### src/rtl/sys_clock_consts.svh
// Offsets, field positions, reset values and identity of the clock block
`ifndef SYS_CLOCK_CONSTS_SVH
`define SYS_CLOCK_CONSTS_SVH

// ----------------------------------------------------------------------
// Register offsets
// ----------------------------------------------------------------------
`define ADDR_CLOCK_OUTPUT_SELECT 3'h0
`define ADDR_PART_ID_HIGH 3'h1
`define ADDR_PART_ID_LOW 3'h2
`define ADDR_PERIPH_CLOCK_GATE_ONE 3'h3
`define ADDR_PERIPH_CLOCK_GATE_TWO 3'h4

// ----------------------------------------------------------------------
// Field positions
// ----------------------------------------------------------------------
`define SEL_MSB 2
`define SEL_LSB 0
`define TEST_BIT 7
`define GATE_TWO_DELAY_BIT 6
`define GATE_TWO_KEYBOARD_BIT 4
`define GATE_TWO_COMPARATOR_BIT 3
`define GATE_TWO_TIME_OF_DAY_BIT 2

// ----------------------------------------------------------------------
// Reset values and identity
// ----------------------------------------------------------------------
`define RST_CLOCK_OUTPUT_SELECT 8'h00
`define RST_PERIPH_CLOCK_GATE 8'h00
// Arbitrary identification value
`define PART_ID_VALUE 12'h5a3

`endif

### src/rtl/sys_clock_pkg.sv
// Types shared by the clock output, gating and identification block
package sys_clock_pkg;

    // Encoding order gives 000 low, 001 xtal1 ... 110 low-power clock
    typedef enum logic [2:0] {
        SEL_OFF,
        SEL_XTAL_ONE,
        SEL_XTAL_TWO,
        SEL_RC_OSC,
        SEL_BUS_CLOCK,
        SEL_CPU_CLOCK,
        SEL_LOW_POWER_OSC
    } clk_out_sel_type;

endpackage

### src/rtl/clk_src_if.sv
// Clock sources and select travelling to the output multiplexer
`timescale 1ns/1ps

interface clk_src_if;
    logic xtal_one;
    logic xtal_two;
    logic rc_osc;
    logic bus_clock;
    logic cpu_clock;
    logic low_power_osc_clock;
    sys_clock_pkg::clk_out_sel_type sel;
    logic mux_out;

    modport ctrl (
        output xtal_one, xtal_two, rc_osc, bus_clock, cpu_clock,
        output low_power_osc_clock, sel,
        input mux_out
    );
    modport mux (
        input xtal_one, xtal_two, rc_osc, bus_clock, cpu_clock,
        input low_power_osc_clock, sel,
        output mux_out
    );
endinterface

### src/rtl/sys_clock_out_gate_and_id.sv
// Clock output select, peripheral bus clock gating and part identification
`timescale 1ns/1ps
`include "sys_clock_consts.svh"

module sys_clock_out_gate_and_id #(
    parameter logic [11:0] PART_ID = `PART_ID_VALUE
) (
    // Clock and reset
    input wire logic clock,
    input wire logic rst_n,
    // Register port
    input wire logic [2:0] reg_addr,
    input wire logic [7:0] reg_wdata,
    input wire logic reg_wr,
    input wire logic reg_rd,
    output logic [7:0] reg_rdata,
    // Clock sources
    input wire logic xtal_one_clk,
    input wire logic xtal_two_clk,
    input wire logic rc_osc_clk,
    input wire logic cpu_clock,
    input wire logic low_power_osc_clock,
    input wire logic time_of_day_source_clk,
    // Clock output pin and timer side effect
    output logic clock_output_pin,
    output logic first_timer_ext_clk_alt,
    // Peripheral bus clock enables and time-of-day count clock
    output logic [7:0] periph_clock_gate_one_en,
    output logic [7:0] periph_clock_gate_two_en,
    output logic [1:0] keyboard_interrupt_bus_en,
    output logic [1:0] programmable_comparator_bus_en,
    output logic delay_block_reg_bus_en,
    output logic time_of_day_bus_en,
    output logic time_of_day_count_clk
);

    // ------------------------------------------------------------------
    // Registers
    // ------------------------------------------------------------------
    // Reset image of the select register, split into its fields below
    localparam logic [7:0] RST_SEL = `RST_CLOCK_OUTPUT_SELECT;
    sys_clock_pkg::clk_out_sel_type sel_ff;
    logic test_bit_ff;
    logic [7:0] gate_one_ff;
    logic [7:0] gate_two_ff;
    logic [7:0] rdata_ff;
    logic [7:0] nxt_rdata;
    logic wr_sel;
    logic wr_gate_one;
    logic wr_gate_two;

    clk_src_if src ();

    always_comb begin
        wr_sel = 1'b0;
        wr_gate_one = 1'b0;
        wr_gate_two = 1'b0;
        if (reg_addr == `ADDR_CLOCK_OUTPUT_SELECT) begin
            wr_sel = reg_wr;
        end else if (reg_addr == `ADDR_PERIPH_CLOCK_GATE_ONE) begin
            wr_gate_one = reg_wr;
        end else if (reg_addr == `ADDR_PERIPH_CLOCK_GATE_TWO) begin
            wr_gate_two = reg_wr;
        end
    end

    // ------------------------------------------------------------------
    // Clock output select
    // ------------------------------------------------------------------
    // Codes above 110 are kept as written but drive the pin low
    always_ff @(posedge clock or negedge rst_n) begin
        if (!rst_n) begin
            sel_ff <= sys_clock_pkg::clk_out_sel_type'(
                RST_SEL[`SEL_MSB:`SEL_LSB]);
        end else if (wr_sel) begin
            sel_ff <= sys_clock_pkg::clk_out_sel_type'(
                reg_wdata[`SEL_MSB:`SEL_LSB]);
        end
    end

    // Software must keep this at zero; it is stored and forwarded as is
    always_ff @(posedge clock or negedge rst_n) begin
        if (!rst_n) begin
            test_bit_ff <= RST_SEL[`TEST_BIT];
        end else if (wr_sel) begin
            test_bit_ff <= reg_wdata[`TEST_BIT];
        end
    end

    assign first_timer_ext_clk_alt = test_bit_ff;

    assign src.xtal_one = xtal_one_clk;
    assign src.xtal_two = xtal_two_clk;
    assign src.rc_osc = rc_osc_clk;
    assign src.bus_clock = clock;
    assign src.cpu_clock = cpu_clock;
    assign src.low_power_osc_clock = low_power_osc_clock;
    assign src.sel = sel_ff;

    // Changing the select while sources run may shorten one pulse
    clk_out_mux u_clk_out_mux (
        .src(src.mux)
    );

    assign clock_output_pin = src.mux_out;

    // ------------------------------------------------------------------
    // Peripheral clock gating
    // ------------------------------------------------------------------
    always_ff @(posedge clock or negedge rst_n) begin
        if (!rst_n) begin
            gate_one_ff <= `RST_PERIPH_CLOCK_GATE;
        end else if (wr_gate_one) begin
            gate_one_ff <= reg_wdata;
        end
    end

    always_ff @(posedge clock or negedge rst_n) begin
        if (!rst_n) begin
            gate_two_ff <= `RST_PERIPH_CLOCK_GATE;
        end else if (wr_gate_two) begin
            gate_two_ff <= reg_wdata;
        end
    end

    assign periph_clock_gate_one_en = gate_one_ff;
    assign periph_clock_gate_two_en = gate_two_ff;
    assign keyboard_interrupt_bus_en =
        {2{gate_two_ff[`GATE_TWO_KEYBOARD_BIT]}};
    assign programmable_comparator_bus_en =
        {2{gate_two_ff[`GATE_TWO_COMPARATOR_BIT]}};
    assign delay_block_reg_bus_en =
        gate_two_ff[`GATE_TWO_DELAY_BIT];
    assign time_of_day_bus_en =
        gate_two_ff[`GATE_TWO_TIME_OF_DAY_BIT];
    // Count clock passes straight through so gating saves no time keeping
    assign time_of_day_count_clk = time_of_day_source_clk;

    // ------------------------------------------------------------------
    // Read path
    // ------------------------------------------------------------------
    // Writes to the id addresses fall through the decode and are dropped
    always_comb begin
        nxt_rdata = 8'h00;
        if (reg_addr == `ADDR_CLOCK_OUTPUT_SELECT) begin
            nxt_rdata = {test_bit_ff, 4'h0, sel_ff};
        end else if (reg_addr == `ADDR_PART_ID_HIGH) begin
            nxt_rdata = {4'h0, PART_ID[11:8]};
        end else if (reg_addr == `ADDR_PART_ID_LOW) begin
            nxt_rdata = PART_ID[7:0];
        end else if (reg_addr == `ADDR_PERIPH_CLOCK_GATE_ONE) begin
            nxt_rdata = gate_one_ff;
        end else if (reg_addr == `ADDR_PERIPH_CLOCK_GATE_TWO) begin
            nxt_rdata = gate_two_ff;
        end
    end

    // Data stands only in the cycle after the read strobe
    always_ff @(posedge clock or negedge rst_n) begin
        if (!rst_n) begin
            rdata_ff <= 8'h00;
        end else if (reg_rd) begin
            rdata_ff <= nxt_rdata;
        end else begin
            rdata_ff <= 8'h00;
        end
    end

    assign reg_rdata = rdata_ff;

    // ------------------------------------------------------------------
    // Assertions
    // ------------------------------------------------------------------
    property p_sel_off_low;
        @(posedge clock) disable iff (!rst_n)
        sel_ff == sys_clock_pkg::SEL_OFF |-> !clock_output_pin;
    endproperty
    a_sel_off_low: assert property (p_sel_off_low)
        else $error("clock output not low with select 000");

    property p_sel_write_xtal;
        @(posedge clock) disable iff (!rst_n)
        wr_sel && reg_wdata[2:0] == 3'h1 |=>
            clock_output_pin == xtal_one_clk;
    endproperty
    a_sel_write_xtal: assert property (p_sel_write_xtal)
        else $error("clock output does not follow crystal one");

    property p_stopped_source;
        @(posedge clock) disable iff (!rst_n)
        sel_ff == sys_clock_pkg::SEL_LOW_POWER_OSC && !low_power_osc_clock
            |-> !clock_output_pin;
    endproperty
    a_stopped_source: assert property (p_stopped_source)
        else $error("clock output moves with its source stopped");

    property p_reserved_read;
        @(posedge clock) disable iff (!rst_n)
        reg_rd && reg_addr == `ADDR_CLOCK_OUTPUT_SELECT |=>
            reg_rdata[6:3] == 4'h0 &&
            reg_rdata[7] == first_timer_ext_clk_alt;
    endproperty
    a_reserved_read: assert property (p_reserved_read)
        else $error("reserved select bits read wrong");

    property p_id_high;
        @(posedge clock) disable iff (!rst_n)
        reg_rd && reg_addr == `ADDR_PART_ID_HIGH |=>
            reg_rdata == {4'h0, PART_ID[11:8]};
    endproperty
    a_id_high: assert property (p_id_high)
        else $error("id high register read wrong");

    property p_id_low;
        @(posedge clock) disable iff (!rst_n)
        reg_rd && reg_addr == `ADDR_PART_ID_LOW |=>
            reg_rdata == PART_ID[7:0];
    endproperty
    a_id_low: assert property (p_id_low)
        else $error("id low register read wrong");

    property p_gate_one_write;
        @(posedge clock) disable iff (!rst_n)
        wr_gate_one |=> periph_clock_gate_one_en == $past(reg_wdata);
    endproperty
    a_gate_one_write: assert property (p_gate_one_write)
        else $error("gate one did not take the written value");

    property p_gate_two_write;
        @(posedge clock) disable iff (!rst_n)
        wr_gate_two |=> periph_clock_gate_two_en == $past(reg_wdata) ##1
            ($past(reg_wr) ||
            periph_clock_gate_two_en == $past(reg_wdata, 2));
    endproperty
    a_gate_two_write: assert property (p_gate_two_write)
        else $error("gate two did not take or hold the written value");

    property p_tod_gate;
        @(posedge clock) disable iff (!rst_n)
        time_of_day_bus_en == periph_clock_gate_two_en[2] &&
            time_of_day_count_clk == time_of_day_source_clk;
    endproperty
    a_tod_gate: assert property (p_tod_gate)
        else $error("time of day gating reaches its count clock");

    property p_delay_gate;
        @(posedge clock) disable iff (!rst_n)
        wr_gate_two |=> delay_block_reg_bus_en == $past(reg_wdata[6]);
    endproperty
    a_delay_gate: assert property (p_delay_gate)
        else $error("delay block register clock enable wrong");

    property p_pair_gate;
        @(posedge clock) disable iff (!rst_n)
        keyboard_interrupt_bus_en == {2{periph_clock_gate_two_en[4]}} &&
        programmable_comparator_bus_en == {2{periph_clock_gate_two_en[3]}};
    endproperty
    a_pair_gate: assert property (p_pair_gate)
        else $error("paired module enables split");

    property p_sel_reset;
        @(posedge clock)
        $rose(rst_n) |-> sel_ff == sys_clock_pkg::SEL_OFF &&
            !clock_output_pin;
    endproperty
    a_sel_reset: assert property (p_sel_reset)
        else $error("select not 000 after reset");

    property p_sel_hold;
        @(posedge clock) disable iff (!rst_n)
        !wr_sel |=> $stable(sel_ff) && $stable(first_timer_ext_clk_alt);
    endproperty
    a_sel_hold: assert property (p_sel_hold)
        else $error("select register moved without a write");

    property p_test_bit_write;
        @(posedge clock) disable iff (!rst_n)
        wr_sel |=> first_timer_ext_clk_alt == $past(reg_wdata[7]);
    endproperty
    a_test_bit_write: assert property (p_test_bit_write)
        else $error("timer clock select bit not taken from the write");

    property p_gate_one_hold;
        @(posedge clock) disable iff (!rst_n)
        !wr_gate_one |=> $stable(periph_clock_gate_one_en);
    endproperty
    a_gate_one_hold: assert property (p_gate_one_hold)
        else $error("gate one moved without a write");

    property p_gate_two_hold;
        @(posedge clock) disable iff (!rst_n)
        !wr_gate_two |=> $stable(periph_clock_gate_two_en);
    endproperty
    a_gate_two_hold: assert property (p_gate_two_hold)
        else $error("gate two moved without a write");

endmodule // sys_clock_out_gate_and_id

### src/rtl/clk_out_mux.sv
// Clock output multiplexer
`timescale 1ns/1ps

module clk_out_mux (
    // Sources and select
    clk_src_if.mux src
);

    // Pure selection: a stopped source gives a still output, no gating here
    always_comb begin
        case (src.sel)
            sys_clock_pkg::SEL_XTAL_ONE: src.mux_out = src.xtal_one;
            sys_clock_pkg::SEL_XTAL_TWO: src.mux_out = src.xtal_two;
            sys_clock_pkg::SEL_RC_OSC: src.mux_out = src.rc_osc;
            sys_clock_pkg::SEL_BUS_CLOCK: src.mux_out = src.bus_clock;
            sys_clock_pkg::SEL_CPU_CLOCK: src.mux_out = src.cpu_clock;
            sys_clock_pkg::SEL_LOW_POWER_OSC: begin
                src.mux_out = src.low_power_osc_clock;
            end
            default: src.mux_out = 1'b0;
        endcase
    end

endmodule // clk_out_mux

### config.mk
export PLATFORM = sky130hd
export DESIGN_NAME = sys_clock_out_gate_and_id
export DESIGN_NICKNAME = d
export VERILOG_FILES = /design/src/rtl/sys_clock_pkg.sv /design/src/rtl/clk_src_if.sv /design/src/rtl/sys_clock_out_gate_and_id.sv /design/src/rtl/clk_out_mux.sv
export VERILOG_INCLUDE_DIRS = /design/src /design/src/rtl
export SDC_FILE = /design/constraint.sdc
export NUM_CORES = 1
export LEC_CHECK = 0
export BUFFER_PORTS_ARGS = -buffer_cell sky130_fd_sc_hd__buf_2
export CORE_ASPECT_RATIO = 1.5
export CORE_UTILIZATION = 45
export DETAILED_ROUTE_END_ITERATION = 12
export MAX_ROUTING_LAYER = met4
export PLACE_DENSITY = 0.75
export SETUP_SLACK_MARGIN = 0.15
export SYNTH_ARGS = -nofsm -noshare
export SYNTH_HDL_FRONTEND = slang
export SYNTH_SLANG_ARGS = --single-unit
### constraint.sdc
create_clock -name clock -period 1.5 [get_ports clock]
set_input_delay 0.3 -clock clock [delete_from_list [all_inputs] [get_ports clock]]
set_output_delay 0.3 -clock clock [all_outputs]
set_load 0.02 [all_outputs]
==> impl_metrics.csv <==
group,metric,value,unit
status,status,"finished, violations left",
status,violations,"negative setup slack",
timing,worst_clock_skew,0.00205,ns
routing,top_layer,"met4",
synth,synth-xor-area-share,0,%
synth,syn_area,1360,µm²
placed_design,place_inst,189,
power,p_leak,0.000902,µW
routing,wl_per_cell,15.3,µm
routing,wl_met2,1630,µm
worst_setup_path,rrSetupSlack,0.30,ns
cells_and_area,final_core_util,61.5,%
floorplanning,row_count,24,
synth,ys_warn_count,0,
synth,ys_types,28,
global_route,antenna_found_initial,0,
floorplanning,coreArea,2880,µm²
worst_setup_path,crit_arrival,1.62,ns
hold_path,hold_class,"input port to register",
routing,wl,3040,µm
clocking,cts_tree,"built",
cells_and_area,final_cells,199,
synth,async_flop_share,100,%
timing,timing.fmax,0.521,GHz
global_route,grt_use_total,22.4,%
timing,setup_ws,-0.418,ns
routing,wl_met1,1190,µm
timing,slew_headroom,59.0,%
routing,vias,1006,
synth,ys.flop_type,"dfrtp_1",
placed_design,io_buffers,51,
worst_setup_path,start_kind,"register",
power,power_frac_comb,28.1,%
placed_design,gp_congestion,0.769,
synth,synth_edf_count,0,
global_route,grt_max_degree,29,
power,intPower,1670,µW
floorplanning,initial_core_util,47.3,%
power,ir_drop,0.000989,V
synth,ys_ff_latch,28,
synth,synthCells,103,
cells_and_area,drive_gt1_share,59.4,%
cells_and_area,diodes,0,
routing,first_pass_iters,4,
synth,synthAdderAreaFrac,0,%
synth,synth_top_family_by_area,"multiplexers",
synth,synth_compound_area_share,6.89,%
floorplanning,die_w,46.9,µm
routing,ant_nets,0,
global_route,grt_first_pass_wirelength,5080,µm
synth,syn_avg_cell_area,13.2,µm²
global_route,grt_pass1_vias,1148,
timing,setup_viol,1,
cells_and_area,synthToLayoutAreaGrowth,30.0,%
synth,yosys.area_share.simple,12.9,%
timing,drv_slew,0,
timing,whs,0.163,ns
synth,syn_nets,124,
global_route,overflow,0,
routing,wl_met3,143,µm
timing,post-route-min-period,1.92,ns
timing,hold_viol,0,
cells_and_area,num-nets-final,182,
clocking,path_clk_slew,0.09,ns
power,power.switching,774,µW
power,seqPwrFrac,40.9,%
power,pwr-share-clk,31.1,%
timing,worst_pin_slew,0.615,ns
worst_setup_path,path_max_fanout,5,
placed_design,dp_hpwl,2230,µm
timing,final.period_utilization,128,%
routing,drc_errors,0,
floorplanning,dieHeight,69.4,µm
power,powerDensity,1380,nW/µm²
synth,muxShareOfSynthArea,20.8,%
floorplanning,dieArea,3260,µm²
job,max_cap_viol_count,0,
routing,drt_iter0_markers,37,
worst_setup_path,criticalPathCategory,"register to output port",
power,p_sw_share,31.7,%
cells_and_area,mostFrequentLayoutCells,"buf_2 (50), dfrtp_1 (27), mux2_4 (10), buf_4 (9)",
timing,grt_setup_unrepaired,"yes",
synth,ys_seq_area_share,51.4,%
cells_and_area,final_common_cell,"buf_2",
worst_setup_path,cp-end-kind,"output port",
worst_setup_path,cp.required,1.20,ns
routing,via_per_inst,5.06,
clocking,clk_latency,0.37,ns
floorplanning,io_pins,54,
## power groups by stage
stage / combinational, µW / sequential, µW / clock (µW)
finish: 686 / 998 / 759
global route: 732 / 1020 / 813
CTS: 680 / 998 / 779
detailed placement: 666 / 1010 / 75.6
global placement: 650 / 1000 / 75.6
floorplan: 325 / 1140 / 64.8
## final timing paths
check | startpoint | to | cells after the start
worst max-delay path | sel_ff[0] | clock_output_pin | 4
worst min-delay path | reg_wdata[5] | periph_clock_gate_two_en[5] | 2
worst max register to register | sel_ff[0] | sel_ff[0] | 4
worst min register to register | periph_clock_gate_one_en[0] | periph_clock_gate_one_en[0] | 1
max in group asynchronous | rst_n | sel_ff[0] | 2
min in group asynchronous | rst_n | periph_clock_gate_one_en[5] | 2
## state kept, by name (all words and copies together) (netlist names)
| signal | cells |
|---|---|
| periph_clock_gate_one_en | 8 |
| periph_clock_gate_two_en | 8 |
| reg_rdata | 8 |
| sel_ff | 3 |
| first_timer_ext_clk_alt | 1 |
## cell families (layout without fill, tap and decap cells)
family / Yosys count / count (layout)
multiplexers: 22 / 22
flip-flops: 28 / 28
buffers and inverters: 15 / 72
AO/OA/AOI/OAI: 14 / 14
AND/OR/NAND/NOR: 24 / 24
## cell type report
type                       count  area (µm²)
fill                         246        1110
sequential                    28         702
multi-input combinational     60         571
timing repair buffer          60         328
clock buffer                   8         108
tap                           39        48.8
inverter                       3        11.3
clock inverter                 1        3.75
## critical path: stages, from the launching register on
cell,delay [ns]
dfrtp_2,0.45
nand2b_4,0.14
mux4_2,0.47
inv_2,0.07
buf_6,0.11
## stage by stage
step | worst slack [ns] | total power [µW] | cell area, µm² | TNS [ns]
after CTS | -0.445 | 2460 | 1760 | -0.445
after floorplan | 0.0542 | 1530 | 1380 | 0
after global routing | -0.478 | 2570 | 1770 | -0.478
final | -0.418 | 2440 | 1770 | -0.418
after global placement | -0.0500 | 1730 | 1640 | -0.0500
after detailed placement | -0.0501 | 1760 | 1640 | -0.0501
## cells in the mapped netlist, drive strengths merged, types with 2 or more instances
master	number	share of area (%)
nor2b	7	3.2
o21ai	5	1.8
nand2	3	1.4
a21oi	3	1.1
mux2i	2	1.5
a22oi	3	1.7
nand3	3	1.1
mux2	19	18
inv	4	1.1
dfrtp	28	51
nand2b	5	2.3
buf	10	6.7
## metal layers
| metal | up-vias | GRT usage (%) |
|---|---|---|
| li1 | 468 | - |
| met1 | 487 | 25.4 |
| met2 | 45 | 34.7 |
| met3 | 6 | 5.73 |
| met4 | 0 | 12.1 |
| met5 | - | - |
## repair_timing
action	in CTS	in global routing
endpoints found under the hold margin	28	0
resized for setup	2	2
pin swaps	0	0
hold buffers	1	0
setup endpoints to repair	1	1
setup buffers	1	1
Power figures use the tool's default switching activity.
